==> src/common/vtrf_defines.vh <==
// Constants for the vicinity tag request filter.
`ifndef VTRF_DEFINES_VH
`define VTRF_DEFINES_VH
// Register byte offsets.
`define VTRF_REG_CTRL      8'h00
`define VTRF_REG_STATUS    8'h04
`define VTRF_REG_LASTREQ   8'h08
`define VTRF_REG_TXDATA    8'h0C
`define VTRF_REG_TXLEN     8'h10
// Field positions.
`define VTRF_CTRL_EN_BIT   0
`define VTRF_ST_STATE_LSB  0
`define VTRF_ST_BUSY_BIT   4
`define VTRF_ST_DROP_LSB   8
`define VTRF_LR_FLAGS_LSB  0
`define VTRF_LR_CMD_LSB    8
`define VTRF_LR_BYTES_LSB  16
`define VTRF_LR_NEW_BIT    24
`define VTRF_LR_ERR_BIT    25
// Reset values.
`define VTRF_CTRL_RST      1'b1
`define VTRF_TXLEN_RST     3'h0
`define VTRF_TXDATA_RST    32'h0000_0000
// Tag states.
`define VTRF_S_OFF         2'h0
`define VTRF_S_READY       2'h1
`define VTRF_S_QUIET       2'h2
`define VTRF_S_SEL         2'h3
// Request flag bit indexes (flag bit n sits at index n-1).
`define VTRF_F_INV         2
`define VTRF_F_SEL         4
`define VTRF_F_ADR         5
// Command codes that move the state machine.
`define VTRF_CMD_QUIET     8'h02
`define VTRF_CMD_SELECT    8'h25
`define VTRF_CMD_RESET     8'h26
// Response values.
`define VTRF_RSP_OK        8'h00
`define VTRF_RSP_ERRFLAG   8'h01
`define VTRF_ERR_CODE      8'h03
`define VTRF_TXLEN_MAX     3'h4
// Frame sizes in bytes.
`define VTRF_MIN_BYTES     8'h04
`define VTRF_MIN_ADDR_BYTES 8'h0C
`define VTRF_UID_FIRST     8'h02
`define VTRF_UID_LAST      8'h09
// CRC-16, reflected form.
`define VTRF_CRC_PRESET    16'hFFFF
`define VTRF_CRC_POLY      16'h8408
`define VTRF_CRC_RESIDUE   16'hF0B8
// Timing.
`define VTRF_CLK_NS        4
`define VTRF_FIELD_OFF_NS  100000
`endif

==> src/verilog/vtrf_crc16.v <==
// Bit-serial CRC-16 register, least significant bit first.
`timescale 1ns/1ns
`include "vtrf_defines.vh"
module vtrf_crc16 (
   // Clock and control
   input  wire        aclk,
   input  wire        aresetn,
   input  wire        ce,
   input  wire        init,
   input  wire        en,
   // Data
   input  wire        din,
   output reg  [15:0] crc_q,
   output wire [15:0] crc_next
);
   wire fb = crc_q[0] ^ din;
   assign crc_next = {1'b0, crc_q[15:1]} ^ (fb ? `VTRF_CRC_POLY : 16'h0000);

   always @(posedge aclk) begin
      if (!aresetn) begin
         crc_q <= `VTRF_CRC_PRESET;
      end else if (ce) begin
         if (init) begin
            crc_q <= `VTRF_CRC_PRESET;
         end else if (en) begin
            crc_q <= crc_next;
         end
      end
   end
endmodule // vtrf_crc16

==> src/verilog/vtrf_request_filter.v <==
// Tag-side request filter, state machine and responder with AXI4-Lite.
//
// Summary of operation
// - Transmit only after a complete, valid request was received and accepted.
// - Response holds flags, parameters, data, two-byte CRC, no command code.
// - Frames carry whole bytes; bit count must be a multiple of eight.
// - Bits go least significant first; multi-byte fields lowest byte first.
// - Optional fields exist exactly when their flag bit is one.
// - Four states: off, ready, quiet, selected; off without field energy.
// - Ready answers requests with select flag clear; with select flag set it answers only with the error reply, when address flag is set too.
// - Quiet answers everything except inventory requests with address flag and select requests without address flag.
// - Selected answers select, matching addressed and non-addressed requests.
// - Drop to off after field absent for the field-off timeout.
// - Address flag set: compare carried UID, execute and answer on match.
// - Addressed request with a different UID: stay silent; a Select sends a selected tag back to ready.
// - Address flag clear: no UID carried, every tag executes and answers.
// - Select flag set: no UID, only a selected tag executes and answers.
// - Discard frame silently when its CRC check fails.
// - CRC-16 preset all ones over all bytes between start and CRC.
// - Inventory flag chooses meaning of upper four flag bits.
`timescale 1ns/1ns
`include "vtrf_defines.vh"
module vtrf_request_filter #(
   parameter        FIELD_OFF_CYCLES =
      (`VTRF_FIELD_OFF_NS + `VTRF_CLK_NS - 1) / `VTRF_CLK_NS,
   // Arbitrary identifier value; set per instance.
   parameter [63:0] TAG_UID = 64'h0123_4567_89AB_CDEF
) (
   // Clock, reset, enable
   input  wire        aclk,
   input  wire        aresetn,
   input  wire        ce,
   // AXI4-Lite write
   input  wire [7:0]  s_axi_awaddr,
   input  wire        s_axi_awvalid,
   output wire        s_axi_awready,
   input  wire [31:0] s_axi_wdata,
   input  wire [3:0]  s_axi_wstrb,
   input  wire        s_axi_wvalid,
   output wire        s_axi_wready,
   output reg  [1:0]  s_axi_bresp,
   output reg         s_axi_bvalid,
   input  wire        s_axi_bready,
   // AXI4-Lite read
   input  wire [7:0]  s_axi_araddr,
   input  wire        s_axi_arvalid,
   output wire        s_axi_arready,
   output reg  [31:0] s_axi_rdata,
   output reg  [1:0]  s_axi_rresp,
   output reg         s_axi_rvalid,
   input  wire        s_axi_rready,
   // RF front end
   input  wire        field_on,
   input  wire        link_clk,
   input  wire        rx_data,
   input  wire        rx_frame,
   output reg         tx_data,
   output reg         tx_frame
);
   // Synchronisers: link clock, data, frame, field.
   reg  [3:0] s1_q, s2_q, s3_q;
   always @(posedge aclk) begin
      if (!aresetn) begin
         s1_q <= 4'h0;
         s2_q <= 4'h0;
         s3_q <= 4'h0;
      end else if (ce) begin
         s1_q <= {field_on, rx_frame, rx_data, link_clk};
         s2_q <= s1_q;
         s3_q <= s2_q;
      end
   end
   wire tick_r   = s2_q[0] & ~s3_q[0];
   wire tick_f   = ~s2_q[0] & s3_q[0];
   wire rbit     = s2_q[1];
   wire frm_rise = s2_q[2] & ~s3_q[2];
   wire frm_fall = ~s2_q[2] & s3_q[2];
   wire field    = s2_q[3];

   reg  [1:0]  state_q;
   reg         enable_q;
   reg         tx_busy_q;
   reg  [31:0] off_cnt_q;
   reg  [31:0] txd_q;
   reg  [2:0]  txlen_q;

   // Receive path; bytes assemble least significant bit first.
   reg  [7:0]  rsh_q, flags_q, cmd_q, nbytes_q, drop_q;
   reg  [2:0]  rbits_q;
   reg  [63:0] uid_rx_q;
   reg         rx_act_q;
   wire [7:0]  rbyte = {rbit, rsh_q[7:1]};
   wire [15:0] rcrc_q;
   wire        rx_take = ce & rx_act_q & tick_r;

   vtrf_crc16 u_rx_crc (
      .aclk     (aclk),
      .aresetn  (aresetn),
      .ce       (ce),
      .init     (frm_rise),
      .en       (rx_take),
      .din      (rbit),
      .crc_q    (rcrc_q),
      .crc_next ()
   );

   always @(posedge aclk) begin
      if (!aresetn) begin
         rx_act_q <= 1'b0;
         rsh_q    <= 8'h00;
         rbits_q  <= 3'h0;
         nbytes_q <= 8'h00;
         flags_q  <= 8'h00;
         cmd_q    <= 8'h00;
         uid_rx_q <= 64'h0;
      end else if (ce) begin
         if (frm_rise) begin
            rx_act_q <= 1'b1;
            rbits_q  <= 3'h0;
            nbytes_q <= 8'h00;
         end else if (frm_fall) begin
            rx_act_q <= 1'b0;
         end else if (rx_take) begin
            rsh_q   <= rbyte;
            rbits_q <= rbits_q + 3'h1;
            if (rbits_q == 3'h7) begin
               if (nbytes_q != 8'hFF)
                  nbytes_q <= nbytes_q + 8'h01;
               if (nbytes_q == 8'h00)
                  flags_q <= rbyte;
               if (nbytes_q == 8'h01)
                  cmd_q <= rbyte;
               // UID arrives lowest byte first, so shift in from the top.
               if (nbytes_q >= `VTRF_UID_FIRST &&
                   nbytes_q <= `VTRF_UID_LAST)
                  uid_rx_q <= {rbyte, uid_rx_q[63:8]};
            end
         end
      end
   end

   // Frame acceptance and addressing decision.
   wire inv = flags_q[`VTRF_F_INV];
   wire sel = flags_q[`VTRF_F_SEL];
   wire adr = flags_q[`VTRF_F_ADR];
   wire uid_ok = (uid_rx_q == TAG_UID) &&
                 (nbytes_q >= `VTRF_MIN_ADDR_BYTES);
   wire crc_ok = (rcrc_q == `VTRF_CRC_RESIDUE);
   wire frame_ok = frm_fall & enable_q & ~tx_busy_q &
                   (state_q != `VTRF_S_OFF) &
                   (rbits_q == 3'h0) &
                   (nbytes_q >= `VTRF_MIN_BYTES) &
                   crc_ok;
   wire frame_bad = frm_fall & enable_q & (state_q != `VTRF_S_OFF) &
                    ~frame_ok;

   reg       exec, err, respond;
   reg [1:0] nxt_st;
   always @* begin
      exec   = 1'b0;
      err    = 1'b0;
      nxt_st = state_q;
      if (inv) begin
         // Upper flags hold inventory parameters here.          
         exec = !(state_q == `VTRF_S_QUIET && adr);
      end else if (sel && adr) begin
         err = 1'b1;
      end else if (sel) begin
         exec = (state_q == `VTRF_S_SEL);
      end else if (adr) begin
         exec = uid_ok;
         // Another tag being selected pushes this one back to ready.
         if (!uid_ok && state_q == `VTRF_S_SEL &&
             cmd_q == `VTRF_CMD_SELECT)
            nxt_st = `VTRF_S_READY;
      end else begin
         exec = 1'b1;
      end
      if (exec) begin
         case (cmd_q)
            `VTRF_CMD_QUIET:  if (adr) nxt_st = `VTRF_S_QUIET;
            `VTRF_CMD_SELECT: if (adr) nxt_st = `VTRF_S_SEL;
            `VTRF_CMD_RESET:  nxt_st = `VTRF_S_READY;
            default:          nxt_st = state_q;
         endcase
      end
      // Stay-quiet answers only with the error reply, when select and address flags are both set.
      respond = (exec && cmd_q != `VTRF_CMD_QUIET) || err;
   end
   wire start_tx = frame_ok & respond;

   // Tag state, field supervision and field-off timer.
   always @(posedge aclk) begin
      if (!aresetn) begin
         state_q   <= `VTRF_S_OFF;
         off_cnt_q <= 32'h0;
      end else if (ce) begin
         if (field) begin
            off_cnt_q <= 32'h0;
            if (state_q == `VTRF_S_OFF)
               state_q <= `VTRF_S_READY;
            else if (frame_ok)
               state_q <= nxt_st;
         end else if (off_cnt_q >= FIELD_OFF_CYCLES - 1) begin
            state_q <= `VTRF_S_OFF;
         end else begin
            off_cnt_q <= off_cnt_q + 32'h1;
         end
      end
   end

   // Transmit path: flags, error code or data bytes, then inverted CRC.
   reg  [7:0]  tsh_q, crc_hi_q, nbyte;
   reg  [2:0]  tbits_q, tidx_q, tlen_q;
   reg         terr_q, tend_q;
   wire [15:0] tcrc_nx;
   wire        tx_shift = ce & tx_busy_q & tick_f & ~tend_q;
   wire [2:0]  body_last = terr_q ? 3'h1 : tlen_q;
   wire [2:0]  nidx = tidx_q + 3'h1;

   vtrf_crc16 u_tx_crc (
      .aclk     (aclk),
      .aresetn  (aresetn),
      .ce       (ce),
      .init     (start_tx),
      .en       (tx_shift),
      .din      (tsh_q[0]),
      .crc_q    (),
      .crc_next (tcrc_nx)
   );

   always @* begin
      nbyte = crc_hi_q;
      if (nidx <= body_last) begin
         if (terr_q)
            nbyte = `VTRF_ERR_CODE;
         else
            case (nidx)
               3'h1:    nbyte = txd_q[7:0];
               3'h2:    nbyte = txd_q[15:8];
               3'h3:    nbyte = txd_q[23:16];
               default: nbyte = txd_q[31:24];
            endcase
      end else if (nidx == body_last + 3'h1) begin
         nbyte = ~tcrc_nx[7:0];
      end
   end

   always @(posedge aclk) begin
      if (!aresetn) begin
         tx_busy_q <= 1'b0;
         tx_frame  <= 1'b0;
         tx_data   <= 1'b0;
         tsh_q     <= 8'h00;
         tbits_q   <= 3'h0;
         tidx_q    <= 3'h0;
         tlen_q    <= 3'h0;
         terr_q    <= 1'b0;
         tend_q    <= 1'b0;
         crc_hi_q  <= 8'h00;
      end else if (ce) begin
         if (state_q == `VTRF_S_OFF) begin
            tx_busy_q <= 1'b0;
            tx_frame  <= 1'b0;
         end else if (start_tx) begin
            tx_busy_q <= 1'b1;
            terr_q    <= err;
            tlen_q    <= txlen_q;
            tidx_q    <= 3'h0;
            tbits_q   <= 3'h0;
            tend_q    <= 1'b0;
            tsh_q     <= err ? `VTRF_RSP_ERRFLAG : `VTRF_RSP_OK;
         end else if (tx_busy_q && tick_f) begin
            if (tend_q) begin
               tx_busy_q <= 1'b0;
               tx_frame  <= 1'b0;
            end else begin
               tx_frame <= 1'b1;
               tx_data  <= tsh_q[0];
               tsh_q    <= {1'b0, tsh_q[7:1]};
               tbits_q  <= tbits_q + 3'h1;
               if (tbits_q == 3'h7) begin
                  // Whole bytes only; the frame ends on a byte boundary.
                  if (tidx_q == body_last + 3'h2) begin
                     tend_q <= 1'b1;
                  end else begin
                     tidx_q <= nidx;
                     tsh_q  <= nbyte;
                     if (nidx == body_last + 3'h1)
                        crc_hi_q <= ~tcrc_nx[15:8];
                  end
               end
            end
         end
      end
   end

   // AXI4-Lite slave: address and data taken in either order.
   reg  [7:0]  awaddr_q;
   reg  [31:0] wdata_q;
   reg  [3:0]  wstrb_q;
   reg         aw_full_q, w_full_q, lr_new_q, lr_err_q;
   assign s_axi_awready = ~aw_full_q & ~s_axi_bvalid;
   assign s_axi_wready  = ~w_full_q & ~s_axi_bvalid;
   assign s_axi_arready = ~s_axi_rvalid;
   wire wr_go = aw_full_q & w_full_q & ~s_axi_bvalid;
   wire wr_map = (awaddr_q[7:2] <= `VTRF_REG_TXLEN >> 2) &&
                 (awaddr_q[7:2] != `VTRF_REG_STATUS >> 2);
   wire lr_clr = wr_go && awaddr_q == `VTRF_REG_LASTREQ &&
                 wstrb_q[3] && wdata_q[`VTRF_LR_NEW_BIT];

   always @(posedge aclk) begin
      if (!aresetn) begin
         aw_full_q    <= 1'b0;
         w_full_q     <= 1'b0;
         awaddr_q     <= 8'h00;
         wdata_q      <= 32'h0;
         wstrb_q      <= 4'h0;
         s_axi_bvalid <= 1'b0;
         s_axi_bresp  <= 2'b00;
         enable_q     <= `VTRF_CTRL_RST;
         txd_q        <= `VTRF_TXDATA_RST;
         txlen_q      <= `VTRF_TXLEN_RST;
      end else if (ce) begin
         if (s_axi_awvalid && s_axi_awready) begin
            aw_full_q <= 1'b1;
            awaddr_q  <= {s_axi_awaddr[7:2], 2'b00};
         end
         if (s_axi_wvalid && s_axi_wready) begin
            w_full_q <= 1'b1;
            wdata_q  <= s_axi_wdata;
            wstrb_q  <= s_axi_wstrb;
         end
         if (wr_go) begin
            aw_full_q    <= 1'b0;
            w_full_q     <= 1'b0;
            s_axi_bvalid <= 1'b1;
            s_axi_bresp  <= wr_map ? 2'b00 : 2'b10;
            if (awaddr_q == `VTRF_REG_CTRL && wstrb_q[0])
               enable_q <= wdata_q[`VTRF_CTRL_EN_BIT];
            if (awaddr_q == `VTRF_REG_TXLEN && wstrb_q[0])
               txlen_q <= (wdata_q[2:0] > `VTRF_TXLEN_MAX) ?
                          `VTRF_TXLEN_MAX : wdata_q[2:0];
            if (awaddr_q == `VTRF_REG_TXDATA) begin
               if (wstrb_q[0]) txd_q[7:0]   <= wdata_q[7:0];
               if (wstrb_q[1]) txd_q[15:8]  <= wdata_q[15:8];
               if (wstrb_q[2]) txd_q[23:16] <= wdata_q[23:16];
               if (wstrb_q[3]) txd_q[31:24] <= wdata_q[31:24];
            end
         end else if (s_axi_bvalid && s_axi_bready) begin
            s_axi_bvalid <= 1'b0;
         end
      end
   end

   // Last accepted request and drop counter; a new request beats a clear.
   reg [7:0] lr_flags_q, lr_cmd_q, lr_bytes_q;
   always @(posedge aclk) begin
      if (!aresetn) begin
         lr_flags_q <= 8'h00;
         lr_cmd_q   <= 8'h00;
         lr_bytes_q <= 8'h00;
         lr_new_q   <= 1'b0;
         lr_err_q   <= 1'b0;
         drop_q     <= 8'h00;
      end else if (ce) begin
         if (frame_ok && (exec || err)) begin
            lr_flags_q <= flags_q;
            lr_cmd_q   <= cmd_q;
            lr_bytes_q <= nbytes_q;
            lr_err_q   <= err;
            lr_new_q   <= 1'b1;
         end else if (lr_clr) begin
            lr_new_q <= 1'b0;
         end
         if (frame_bad && drop_q != 8'hFF)
            drop_q <= drop_q + 8'h01;
      end
   end

   reg [31:0] rd;
   always @* begin
      rd = 32'h0;
      case ({s_axi_araddr[7:2], 2'b00})
         `VTRF_REG_CTRL:   rd[`VTRF_CTRL_EN_BIT] = enable_q;
         `VTRF_REG_STATUS: begin
            rd[`VTRF_ST_STATE_LSB +: 2] = state_q;
            rd[`VTRF_ST_BUSY_BIT]       = tx_busy_q;
            rd[`VTRF_ST_DROP_LSB +: 8]  = drop_q;
         end
         `VTRF_REG_LASTREQ: begin
            rd[`VTRF_LR_FLAGS_LSB +: 8] = lr_flags_q;
            rd[`VTRF_LR_CMD_LSB +: 8]   = lr_cmd_q;
            rd[`VTRF_LR_BYTES_LSB +: 8] = lr_bytes_q;
            rd[`VTRF_LR_NEW_BIT]        = lr_new_q;
            rd[`VTRF_LR_ERR_BIT]        = lr_err_q;
         end
         `VTRF_REG_TXDATA: rd = txd_q;
         `VTRF_REG_TXLEN:  rd[2:0] = txlen_q;
         default:          rd = 32'h0;
      endcase
   end
   wire rd_map = s_axi_araddr[7:2] <= `VTRF_REG_TXLEN >> 2;

   always @(posedge aclk) begin
      if (!aresetn) begin
         s_axi_rvalid <= 1'b0;
         s_axi_rdata  <= 32'h0;
         s_axi_rresp  <= 2'b00;
      end else if (ce) begin
         if (s_axi_arvalid && s_axi_arready) begin
            s_axi_rvalid <= 1'b1;
            s_axi_rdata  <= rd;
            s_axi_rresp  <= rd_map ? 2'b00 : 2'b10;
         end else if (s_axi_rvalid && s_axi_rready) begin
            s_axi_rvalid <= 1'b0;
         end
      end
   end
endmodule // vtrf_request_filter

==> config.mk <==
export PLATFORM = sky130hd
export DESIGN_NAME = vtrf_request_filter
export DESIGN_NICKNAME = d
export VERILOG_FILES = /design/src/verilog/vtrf_crc16.v /design/src/verilog/vtrf_request_filter.v
export VERILOG_INCLUDE_DIRS = /design/src /design/src/common
export SDC_FILE = /design/constraint.sdc
export NUM_CORES = 1
export LEC_CHECK = 0
export ABC_AREA = 1
export CAP_MARGIN = 20
export CORE_UTILIZATION = 55
export CTS_BUF_LIST = sky130_fd_sc_hd__clkbuf_16
export CTS_CLUSTER_DIAMETER = 120
export DETAILED_ROUTE_END_ITERATION = 8
export DONT_BUFFER_PORTS = 1
export PLACE_DENSITY = 0.7
export SYNTH_ARGS = -nofsm -noshare
export SYNTH_HDL_FRONTEND = slang
export SYNTH_SLANG_ARGS = --single-unit
export TNS_END_PERCENT = 1
==> constraint.sdc <==
create_clock -name aclk -period 2.8 [get_ports aclk]
set_clock_uncertainty 0.15 [all_clocks]
set_input_delay 0.28 -clock aclk [delete_from_list [all_inputs] [get_ports aclk]]
set_output_delay 0.28 -clock aclk [all_outputs]
set_load 0.02 [all_outputs]
== Word level (Yosys, flattened, before mapping) ==
Cells that the tools add are included.

* Flip-flop bits (word level): 359
* Output and inout bits: 43
* Bits in writable memories: 0
* Latch bits: 0
* Memories kept: 0
* ROM bits: 0

* Order comparisons: 9
* Eq/ne operators: 33
* Reductions and logical operators: 83
* Add/subtract/negate cells: 8
* Divide/modulo/power cells: 0
* Muxes and demuxes: 91
* $mul: 0
* Shifts and indexed selects: 0
* Bitwise gates (word level): 44

{| class="wikitable"
|+ Operators by type and width
! kind !! number
|-
| two-way mux 8 bit || 13
|-
| two-way mux 16 bit || 6
|-
| equality test 64 x 57 -> 1 bit (second input constant) || 1
|-
| two-way mux 32 bit || 2
|-
| case mux 8 bit (3 select lines) || 2
|-
| two-way mux 3 bit || 13
|-
| adder 32 x 1 -> 32 bit (second input constant) || 1
|-
| >= comparator 32 x 15 -> 1 bit (second input constant) || 1
|-
| two-way mux 1 bit || 32
|-
| bitwise XOR 15 x 16 -> 16 bit || 2
|-
| AND reduction 2 bit || 15
|-
| nonzero test 2 bit || 15
|-
| two-way mux 2 bit || 14
|-
| AND reduction 4 bit || 7
|-
| equality test 6 x 2 -> 1 bit (second input constant) || 4
|-
| AND reduction 6 bit || 4
|-
| AND 1 bit || 22
|-
| logical AND 1 bit || 21
|-
| AND reduction 3 bit || 7
|-
| case mux 10 bit (2 select lines) || 1
|-
| adder 8 x 1 -> 8 bit (second input constant) || 2
|-
| equality test 16 bit (second input constant) || 1
|-
| equality test 8 x 6 -> 1 bit (second input constant) || 2
|-
| zero test 8 bit || 2
|-
| 43 further kinds || 78
|}

== Depth between registers and ports, before layout ==
Gate-level depths: netlist of run 1.

* Depth in word-level cells: 16
* Gate-level depth with buffers: 19

== Hierarchy ==
Synthesis of run 1 repeated with hierarchy kept, for this count alone.

* Cells, all modules: 2070
* Area total of the unflattened synthesis: 15467.3 µm²

{| class="wikitable"
|+ By module, submodules not included
! module !! cells each !! area an instance (µm²) !! sequential area each (µm²) !! instances
|-
| vtrf_request_filter || 1868 || 13898.3 || 6466.2 || 1
|-
| vtrf_crc16 || 101 || 784.5 || 320.3 || 2
|}

== Worst setup path before layout of run 1 ==
OpenSTA, ideal clock, no wires.

* Path type: register to register
* Start: register tidx_q[0]
* End: register tsh_q[1]
* Setup slack: 385 ps
* Period minus slack after synthesis: 2415 ps
* Stages on the path, launching flop included: 16
* Arrival time: 2148 ps
* Library setup time: 117 ps
* Path buffers: 1
* Cell sequence: dfxtp_1 ha_1 inv_1 nand2_1 nand2_1 ha_1 a21oi_1 o21ai_0 o21a_1 clkbuf_1 nor2_1 o211ai_1 nand4_1 nand2_1 nor2_1 nor2_1

* Longest elaborated chain between the ends: 10
* Elaborated cells between the ends (all ways): 16

{| class="wikitable"
|+ Ends and longest elaborated chain
! element !! line !! source
|-
| from (decl) || vtrf_request_filter.v:214 || <nowiki>reg [2:0] tbits_q, tidx_q, tlen_q;</nowiki>
|-
| from (signal assigned) || vtrf_request_filter.v:287 || <nowiki>tidx_q <= nidx;</nowiki>
|-
| adder 3 x 1 -> 3 bit || vtrf_request_filter.v:219 || <nowiki>wire [2:0] nidx = tidx_q + 3'h1;</nowiki>
|-
| equality test 3 x 2 -> 1 bit / equality test 3 x 1 -> 1 bit (equally long branches) || vtrf_request_filter.v:238 || <nowiki>case (nidx)</nowiki>
|-
| case mux 8 bit (3 select lines) || vtrf_request_filter.v:238 ||
|-
| two-way mux 8 bit || vtrf_request_filter.v:235 || <nowiki>if (terr_q)</nowiki>
|-
| two-way mux 8 bit || vtrf_request_filter.v:234 || <nowiki>if (nidx <= body_last) begin</nowiki>
|-
| two-way mux 8 bit (*) || vtrf_request_filter.v:284 || <nowiki>if (tidx_q == body_last + 3'h2) begin</nowiki>
|-
| two-way mux 8 bit (*) || vtrf_request_filter.v:282 || <nowiki>if (tbits_q == 3'h7) begin</nowiki>
|-
| two-way mux 8 bit (*) || vtrf_request_filter.v:274 || <nowiki>if (tend_q) begin</nowiki>
|-
| two-way mux 8 bit (*) || vtrf_request_filter.v:273 || <nowiki>end else if (tx_busy_q && tick_f) begin</nowiki>
|-
| two-way mux 8 bit (*) || vtrf_request_filter.v:265 || <nowiki>end else if (start_tx) begin</nowiki>
|-
| to (signal assigned) || vtrf_request_filter.v:272 || <nowiki>tsh_q <= err ? `VTRF_RSP_ERRFLAG : `VTRF_RSP_OK;</nowiki>
|-
| to (signal assigned) || vtrf_request_filter.v:280 || <nowiki>tsh_q <= {1'b0, tsh_q[7:1]};</nowiki>
|-
| to (signal assigned) || vtrf_request_filter.v:288 || <nowiki>tsh_q <= nbyte;</nowiki>
|-
| to (decl) || vtrf_request_filter.v:213 || <nowiki>reg [7:0] tsh_q, crc_hi_q, nbyte;</nowiki>
|}

Mark *: on every way between the ends. The rest lies on a longest branch, timed or not. The select of a mux whose other input is x is not followed.
A chain may end at the register's enable or synchronous reset.

== Worst setup path in the final report of run 1 ==
* Start: register rbits_q[0]
* End: register tsh_q[5]

* Longest elaborated chain between the ends: 7
* Elaborated cells between the ends (all ways): 9

{| class="wikitable"
|+ Ends and longest elaborated chain
! element !! line !! source
|-
| from (decl) || vtrf_request_filter.v:89 || <nowiki>reg [2:0] rbits_q;</nowiki>
|-
| from (signal assigned) || vtrf_request_filter.v:125 || <nowiki>rbits_q <= rbits_q + 3'h1;</nowiki>
|-
| zero test 3 bit (*) || vtrf_request_filter.v:151 || <nowiki>(rbits_q == 3'h0) &</nowiki>
|-
| AND 1 bit (*) (3 in a row) || vtrf_request_filter.v:149 || <nowiki>wire frame_ok = frm_fall & enable_q & ~tx_busy_q &</nowiki>
|-
| AND 1 bit (*) || vtrf_request_filter.v:190 || <nowiki>wire start_tx = frame_ok & respond;</nowiki>
|-
| inequality test 2 bit (no line) / nonzero test 2 bit (equally long branches) || - ||
|-
| AND reduction 4 bit (no line) || - ||
|}

Mark *: on every way between the ends. The rest lies on a longest branch, timed or not.

==> results of run 1 <==
-- tightest hold or removal path: stages --
cell and delay, ns:
nand2_1 0.06, buf_4 0.20, nand2_1 0.07, nor2_1 0.03
-- timing repair --
action,4_1_cts,5_1_grt
hold buffers,133,0
gates resized for setup,0,17
setup buffers,0,4
setup endpoints to repair,0,32
hold endpoints to repair,290,0
-- cell families after synthesis --
logic type / count (synthesis) / share of synthesized area (%)
buffers and inverters: 315 / 8.179
AOI/OAI and AO/OA: 528 / 18.73
DFF: 355 / 46.41
xor gates and xnor gates: 18 / 1.029
other: 1 / 0.02449
and+or+nand+nor: 842 / 23.83
adders and majority gates: 22 / 1.798
-- synth_stat cells (5+ instances only) --
| library cell | number | area (µm²) |
|---|---|---|
| xor2_1 | 12 | 105.1 |
| nor3b_1 | 5 | 37.54 |
| xnor2_1 | 6 | 52.55 |
| ha_1 | 22 | 275.3 |
| inv_1 | 194 | 728.2 |
| buf_4 | 6 | 45.04 |
| nand2_4 | 5 | 56.30 |
| buf_2 | 13 | 65.06 |
| and3_1 | 7 | 43.79 |
| nor2_2 | 6 | 37.54 |
| nand3_1 | 87 | 435.4 |
| o21ai_0 | 235 | 1176 |
| a211oi_1 | 9 | 67.56 |
| a21oi_1 | 196 | 980.9 |
| inv_2 | 14 | 52.55 |
| buf_1 | 10 | 37.54 |
| clkbuf_1 | 70 | 262.8 |
| a21oi_2 | 10 | 87.58 |
| o22ai_1 | 19 | 118.9 |
| o21ai_1 | 15 | 75.07 |
| nand2_1 | 317 | 1190 |
| nor4_1 | 6 | 37.54 |
| nor2_1 | 317 | 1190 |
| nor3_1 | 32 | 160.2 |
| nand3_2 | 5 | 50.05 |
| nand2_2 | 8 | 50.05 |
| o221ai_1 | 18 | 157.7 |
| o211ai_1 | 7 | 52.55 |
| dfxtp_1 | 355 | 7107 |
| nand4_1 | 30 | 187.7 |
-- per-stage QoR --
step | setup TNS (ns) | util, %
global route | -0.04412 | 66.79
CTS | 0 | 66.51
floorplan | 0 | -
global placement | 0 | 57.29
finish | 0 | 66.79
detailed placement | 0 | 57.29
-- worst paths after layout --
kind	start	endpoint	slack, ns	cells after the start
max	rbits_q[0]	tsh_q[5]	0.14	12
min	ce	off_cnt_q[19]	0.03	4
max reg2reg	rbits_q[0]	tsh_q[5]	0.14	12
min reg2reg	off_cnt_q[16]	off_cnt_q[16]	0.29	2
-- state kept, by name, indices dropped and copies added, names as in the netlist, 6 cells and up --
register,count
rsh_q,7
u_tx_crc.crc_q,16
drop_q,8
lr_bytes_q,8
u_rx_crc.crc_q,16
txd_q,32
tsh_q,8
crc_hi_q,8
flags_q,8
nbytes_q,8
awaddr_q,6
lr_cmd_q,8
uid_rx_q,64
lr_flags_q,8
cmd_q,8
wdata_q,32
s_axi_rdata,32
off_cnt_q,32
-- power breakdown --
part           switching, mW  internal (mW)
Clock                   2.08           2.67
Combinational          0.305          0.208
Sequential            0.0923           5.14
Total                   2.47           8.01
-- cell type report --
type                       instances  area, µm²
sequential                       355       7111
clock buffer                      38      950.9
inverter                         212      797.0
fill                            2342       9000
tap                              372      465.4
timing repair buffer             161       1579
multi-input combinational       1412       6997
clock inverter                    28      201.4
-- layer usage --
metal	GRT usage, %	wire length, µm
met1	39.45	18970
met2	48.19	19000
met3	5.237	2876
met4	7.115	767
met5	0	0
==> results.cfg, run 1 <==
[run_status]
status = finished, final reports clean

[clock_tree]
cts.htree.levels = 2
clkTransAtPathRegs_ns = 0.06
cts_root_buffer = clkbuf_16
cts.sinks = 355
numCtsBuffers = 38
cts_tree = yes
cts_buffer_depth = 3
clk_latency_ns = 0.54

[finish]
finalNonFillerCells = 2578
drive_gt1_share_pct = 7.072
most-common-layout-cells = 352 x dfxtp_1, 317 x nand2_1, 314 x nor2_1, 233 x o21ai_0, 196 x a21oi_1
final_common_cell = dfxtp_1
area_growth_pct = 18.20
final_nets = 2266
final_area_um2 = 18100
antennaDiodeCount = 0

[drt]
via_per_inst = 5.508
drc = 0
first_iter_violations = 1275
drt-total-wl_um = 41610
dr.pass1.iters = 6
wire_per_inst_um = 16.14
ant_nets = 0
vias = 14200

[critical_path]
cpMaxStageDelayCell = dlygate4sd3_1
cpPeakStageDelay_ns = 0.55
arrival_ns = 2.98
worstPathRequired_ns = 3.12
cp_max_fo = 5
worst-path-buf-inv = 2
cpMostUsedCell = nor2_1
crit_family = simple AND/OR/NAND/NOR gates
startpoint_type = flop
path_class = reg2reg
critical_path.cell_chain = inv_1 -> ha_1 -> nor3b_2 -> nand4_1 -> nor2_1 -> nand3_2 -> nor2_1 -> nand3_2 -> nand2_4 -> o21ai_0 -> dlygate4sd3_1 -> nor2_1
endpoint_kind = flop

[timing]
finalHoldViolCount = 0
fin_ws_ns = 0.1439
tightest_slew_ns = 1.008
slew_viol_final = 0
relSlewSlack_pct = 32.76
finalSetupViolations = 0
whs_ns = 0.03259
fin_crit_ns = 2.656
max_freq_mhz = 376.5
rsz0062_at_grt = yes
finalCritPeriodShare_pct = 94.86

[synth]
async_flop_share_pct = 0
syn_area_per_cell_um2 = 7.359
synth-edff-count = 0
yosysSeqAreaShare_pct = 46.41
syn_area_um2 = 15310
synth_cells = 2081
ys_types = 54
synth_seq_cells = 355
yosys_warnings = 0
ys.flop_type = dfxtp_1

[placed_design]
gp_congestion = 0.9305
pre_cts_ws_ns = 0.06245
numPortBuffers = 0
dpl.cell_count = 2375
dpl_cell_area_um2 = 15520
hpwl_um = 26340

[power_and_ir_drop]
p_per_area_nw_per_um2 = 579.2
p_total_mw = 10.48
peakVddDrop_mv = 0.4578
p_leak_nw = 7.065

[grt]
antenna_found_initial = 0
grt_max_degree = 183
grt_pass1_vias = 13310
track_usage_pct = 29.19
grt_overflow = 0
grt_pass1_wl_um = 67360

[die]
die_w_um = 168.9
start_util_pct = 56.51
die_area_um2 = 28510
pin_count = 107
die_h_um = 168.9
coreArea_um2 = 27100
rows = 60

[flow_run]
maxCapViolCount = 0

[min_path]
hold_class = in2reg
No activity file was read; power rests on OpenSTA's default activity.
==> run 2, diff against run 1 <==
==> constraint.sdc (replaced) <==
create_clock -name aclk -period 3.1 [get_ports aclk]
set_clock_uncertainty 0.15 [all_clocks]
set_input_delay 0.31 -clock aclk [delete_from_list [all_inputs] [get_ports aclk]]
set_output_delay 0.31 -clock aclk [all_outputs]
set_load 0.02 [all_outputs]
==> run 2 against run 1 <==
  * Utilization fell by 1.5 points
  * Sequential share of layout area rose by 0.88 points
  * Sequential power fell by 9.8%
  * Routed wire length down 4.3%
  * Sequential cell count unchanged
  * Design area fell by 2.2%
  * Non-clock buffer count fell by 43
  * Critical path depth is 2 higher
  * Maximum frequency fell by 10%
  * Total power down 9.9%
  * Worst hold slack got worse by 0.0083 ns
  * Critical endpoint is now crc_hi_q[7]
  * Largest cell class unchanged
  * Highest routed layer unchanged
==> results.cfg, run 2 (synthesis results as in run 1) <==
[drt]
wire_per_inst_um = 15.70
first_iter_violations = 1102
drt-total-wl_um = 39840
via_per_inst = 5.479
drc = 0
ant_nets = 0
dr.pass1.iters = 5
vias = 13900

[clock_tree]
numCtsBuffers = 38
clkTransAtPathRegs_ns = 0.06
cts.htree.levels = 2
cts_tree = yes
clk_latency_ns = 0.53
cts_root_buffer = clkbuf_16
cts_buffer_depth = 3
post-cts-setup-buffer-count = 0
cts.sinks = 355

[finish]
final_area_um2 = 17700
area_growth_pct = 15.57
drive_gt1_share_pct = 6.467
largest_reg_flops = 64
antennaDiodeCount = 0
final_common_cell = dfxtp_1
finalNonFillerCells = 2537
final_nets = 2223
top_register = uid_rx_q
most-common-layout-cells = 354 x dfxtp_1, 317 x nand2_1, 315 x nor2_1, 235 x o21ai_0, 197 x inv_1

[timing]
relSlewSlack_pct = 38.26
rsz0062_at_grt = yes
finalHoldViolCount = 0
fin_ws_ns = 0.1440
slew_viol_final = 0
max_freq_mhz = 338.3
finalSetupViolations = 0
fin_crit_ns = 2.956
tightest_slew_ns = 0.9230
finalCritPeriodShare_pct = 95.35

[power_and_ir_drop]
p_leak_nw = 6.928
p_per_area_nw_per_um2 = 533.8
peakVddDrop_mv = 0.3696

[flow_run]
maxCapViolCount = 0

[grt]
grt_overflow = 0
grt_max_degree = 208
antenna_found_initial = 0
grt_pass1_vias = 12810
track_usage_pct = 28.14
grt_pass1_wl_um = 64960

[die]
die_h_um = 168.9
die_w_um = 168.9
die_area_um2 = 28510
rows = 60
coreArea_um2 = 27100
pin_count = 107
start_util_pct = 56.51

[placed_design]
hpwl_um = 26070
dpl_cell_area_um2 = 15480
dpl.cell_count = 2369
numPortBuffers = 0
pre_cts_ws_ns = 0.3729
gp_congestion = 0.8952

[critical_path]
cp_max_fo = 13
path_class = reg2reg
startpoint_type = flop
worstPathRequired_ns = 3.37
arrival_ns = 3.23
endpoint_kind = flop

[run_status]
status = finished, final reports clean

[min_path]
hold_class = in2reg
run 2: critical path, cell delays in order, from the launching register on:
cell and delay [ns]:
dfxtp_1 0.42, inv_2 0.09, nand2_1 0.11, ha_1 0.23, inv_1 0.09, o21ai_0 0.08
a21oi_1 0.21, nand3_1 0.22, nand2_4 0.18, inv_2 0.13, nand3_2 0.20, nand2_1 0.07
nand2_1 0.06, dlygate4sd3_1 0.55, nor2_1 0.04
run 2: report_power, final:
group	leakage, nW	switching, mW	internal [mW]
Sequential	2.87	0.0829	4.64
Combinational	3.46	0.269	0.169
Clock	0.590	1.87	2.41
Total	6.93	2.23	7.22
run 2: worst paths after layout:
path	slack (ns)	start	cells past startpoint	end
max	0.14	terr_q	14	crc_hi_q[7]
min	0.02	ce	3	s3_q[0]
max reg2reg	0.14	terr_q	14	crc_hi_q[7]
min reg2reg	0.29	off_cnt_q[16]	2	off_cnt_q[16]
run 2: timing repair:
item / CTS / global route
gates resized for setup: 0 / 9
endpoints found under the setup margin: 0 / 8
hold buffers: 100 / 0
hold endpoints to repair: 276 / 0
run 2: per-stage QoR:
step	setup TNS (ns)	util, %	power (mW)	hold WS [ns]
floorplan	0	-	5.075	0.2680
global placement	0	57.12	5.115	0.2616
detailed placement	0	57.12	5.123	0.2644
CTS	0	65.17	9.489	0.01991
global route	-0.04051	65.30	9.777	0.04205
finish	0	65.30	9.448	0.02425
run 2: final cells by class:
cell class	count	area (µm²)
clock buffers	38	950.9
repair buffers	118	1166
flip-flops and latches	355	7108
inverters	212	797.0
fillers	2373	9403
clock inverters	30	211.5
well taps	372	465.4
multi-input cells	1412	6999
run 2: metal layers:
metal	GRT usage (%)	routed length, µm
met1	39.15	18660
met2	45.20	17870
met3	4.700	2443
met4	7.273	867
met5	0	0
==> run 3, diff against run 2 <==
--- a/config.mk
+++ b/config.mk
@@ -16,5 +16,6 @@
 export PLACE_DENSITY = 0.7
 export SYNTH_ARGS = -nofsm -noshare
 export SYNTH_HDL_FRONTEND = slang
+export SYNTH_HIERARCHICAL = 1
 export SYNTH_SLANG_ARGS = --single-unit
 export TNS_END_PERCENT = 1
==> run 3 against run 2 <==
  * Total power increased by 0.56%
  * Combinational power about the same
  * Sequential cell count unchanged
  * Area after synthesis increased by 0.27%
  * Worst setup slack improved by 0.17 ns
  * Die area increased by 0.27%
  * Worst hold slack got worse by 0.0051 ns
  * Register-to-register slack improved by 0.22 ns
  * Critical endpoint is now nbytes_q[7]
==> results.cfg, run 3 <==
[run_status]
status = finished, final reports clean

[critical_path]
timing.rr.start = tidx_q[1]
cp_max_fo = 20
arrival_ns = 3.03
worstPathRequired_ns = 3.34
reg2reg_to = tsh_q[7]
path_class = in2reg
endpoint_kind = flop
ff2ff_path_depth = 16
r2r_slack_ns = 0.36
startpoint_type = primary input

[drt]
wl_met1_um = 17990
route.met2.wl_um = 17890
dr.pass1.iters = 7
via_per_inst = 5.498
drc = 0
routed.top_layer = met4
ant_nets = 0
wire_per_inst_um = 15.88
vias = 13550
drt-total-wl_um = 39130
first_iter_violations = 1091
met3_length_um = 2380

[die]
rows = 60
die_w_um = 169.1
die_h_um = 169.1
start_util_pct = 56.50
coreArea_um2 = 27180
die_area_um2 = 28590
pin_count = 107

[timing]
finalSetupViolations = 0
tightest_slew_ns = 0.9578
finalSetupTns_ns = 0
fin_crit_ns = 2.783
relSlewSlack_pct = 36.15
rsz0062_at_grt = no
slew_viol_final = 0
fin_ws_ns = 0.3171
finalHoldViolCount = 0
max_freq_mhz = 359.3
finalCritPeriodShare_pct = 89.77

[power_and_ir_drop]
peakVddDrop_mv = 0.4074
p_leak_nw = 6.831
p_per_area_nw_per_um2 = 551.8

[finish]
multi_input_area_um2 = 6709
fin_util_pct = 63.36
final_common_cell = dfxtp_1
top_register = uid_rx_q
largest_reg_flops = 64
regArea_um2 = 7107
most-common-layout-cells = 355 x dfxtp_1, 341 x nor2_1, 251 x inv_1, 250 x nand2_1, 168 x a21oi_1
final_area_um2 = 17220
fillers = 2443
area_growth_pct = 12.13
drive_gt1_share_pct = 6.504
final_nets = 2152
finalNonFillerCells = 2464

[grt]
grt_pass1_wl_um = 62430
track_usage_pct = 27.19
grt_max_degree = 174
grt_pass1_vias = 12180
antenna_found_initial = 1
grt_overflow = 0

[clock_tree]
cts.sinks = 355
numCtsBuffers = 38
cts_tree = yes
clkTransAtPathRegs_ns = 0.06
cts_root_buffer = clkbuf_16
cts_buffer_depth = 3
post-cts-setup-buffer-count = 0
clk_latency_ns = 0.53
cts.htree.levels = 2

[synth]
synth_cells = 2054
syn_area_um2 = 15350
syn_area_per_cell_um2 = 7.476
yosys_warnings = 6

[min_path]
hold_class = in2reg
whs_path_depth = 3
hp-start = ce
whs_endpoint = u_rx_crc/crc_q[4]

[placed_design]
pre_cts_ws_ns = 0.2871
numPortBuffers = 0
dpl.cell_count = 2341
dpl_cell_area_um2 = 15440
hpwl_um = 26560
gp_congestion = 0.8890

[flow_run]
maxCapViolCount = 0
==> run 3: metrics by stage <==
| stage | hold slack, ns | total power [mW] |
|---|---|---|
| 4_1_cts | 0.0007526 | 9.561 |
| 3_5_place_dp | 0.2669 | 5.178 |
| 2_1_floorplan | 0.2290 | 5.108 |
| 5_1_grt | 0.02689 | 9.816 |
| 6_report | 0.01913 | 9.501 |
| 3_3_place_gp | 0.2612 | 5.169 |
==> run 3: what timing repair did <==
item                                    4_1_cts  5_1_grt
endpoints found under the setup margin        0       54
hold buffers                                 57        0
resized for setup                             0        2
hold endpoints to repair                    192        0
==> run 3: final cells by class <==
| cell class | count | share of cell area (%) |
|---|---|---|
| Multi-Input combinational cell | 1331 | 38.97 |
| Inverter | 261 | 5.719 |
| Sequential cell | 355 | 41.28 |
| Clock buffer | 39 | 5.668 |
| Clock inverter | 26 | 1.192 |
| Timing Repair Buffer | 79 | 4.462 |
| Antenna cell | 1 | 0.01453 |
| Tap cell | 372 | 2.703 |
==> run 3: how the worst max path moves through the flow <==
stage / start / depth (start not counted) / slack (ns) / end
floorplan: tidx_q[1] / 16 / 0.72 / tsh_q[7]
finish: ce / 10 / 0.32 / nbytes_q[7]
global placement: tidx_q[1] / 16 / 0.39 / tsh_q[7]
global route: tidx_q[1] / 16 / 0.09 / tsh_q[7]
CTS: ce / 10 / 0.02 / nbytes_q[7]
detailed placement: tidx_q[1] / 16 / 0.29 / tsh_q[7]
==> run 3: critical path, stage by stage <==
cell,delay [ns]
dlymetal6s4s_1,0.79
nand2_1,0.32
nor2_1,0.30
nor2_1,0.08
nor3_2,0.36
nand2_1,0.25
nor3_2,0.24
nand2_1,0.13
nor3_1,0.15
nor3_1,0.07
==> run 3: power breakdown <==
group | total (mW) | switching, mW | internal [mW]
registers | 4.74 | 0.0928 | 4.65
logic | 0.438 | 0.284 | 0.154
clock network | 4.32 | 1.80 | 2.52
total | 9.50 | 2.18 | 7.33
==> run 3: per-layer routing <==
metal | vias to the layer above | track usage (%)
met3 | 65 | 4.279
met5 | - | 0
li1 | 6807 | -
met1 | 6339 | 37.48
met2 | 335 | 44.04
met4 | 0 | 7.756
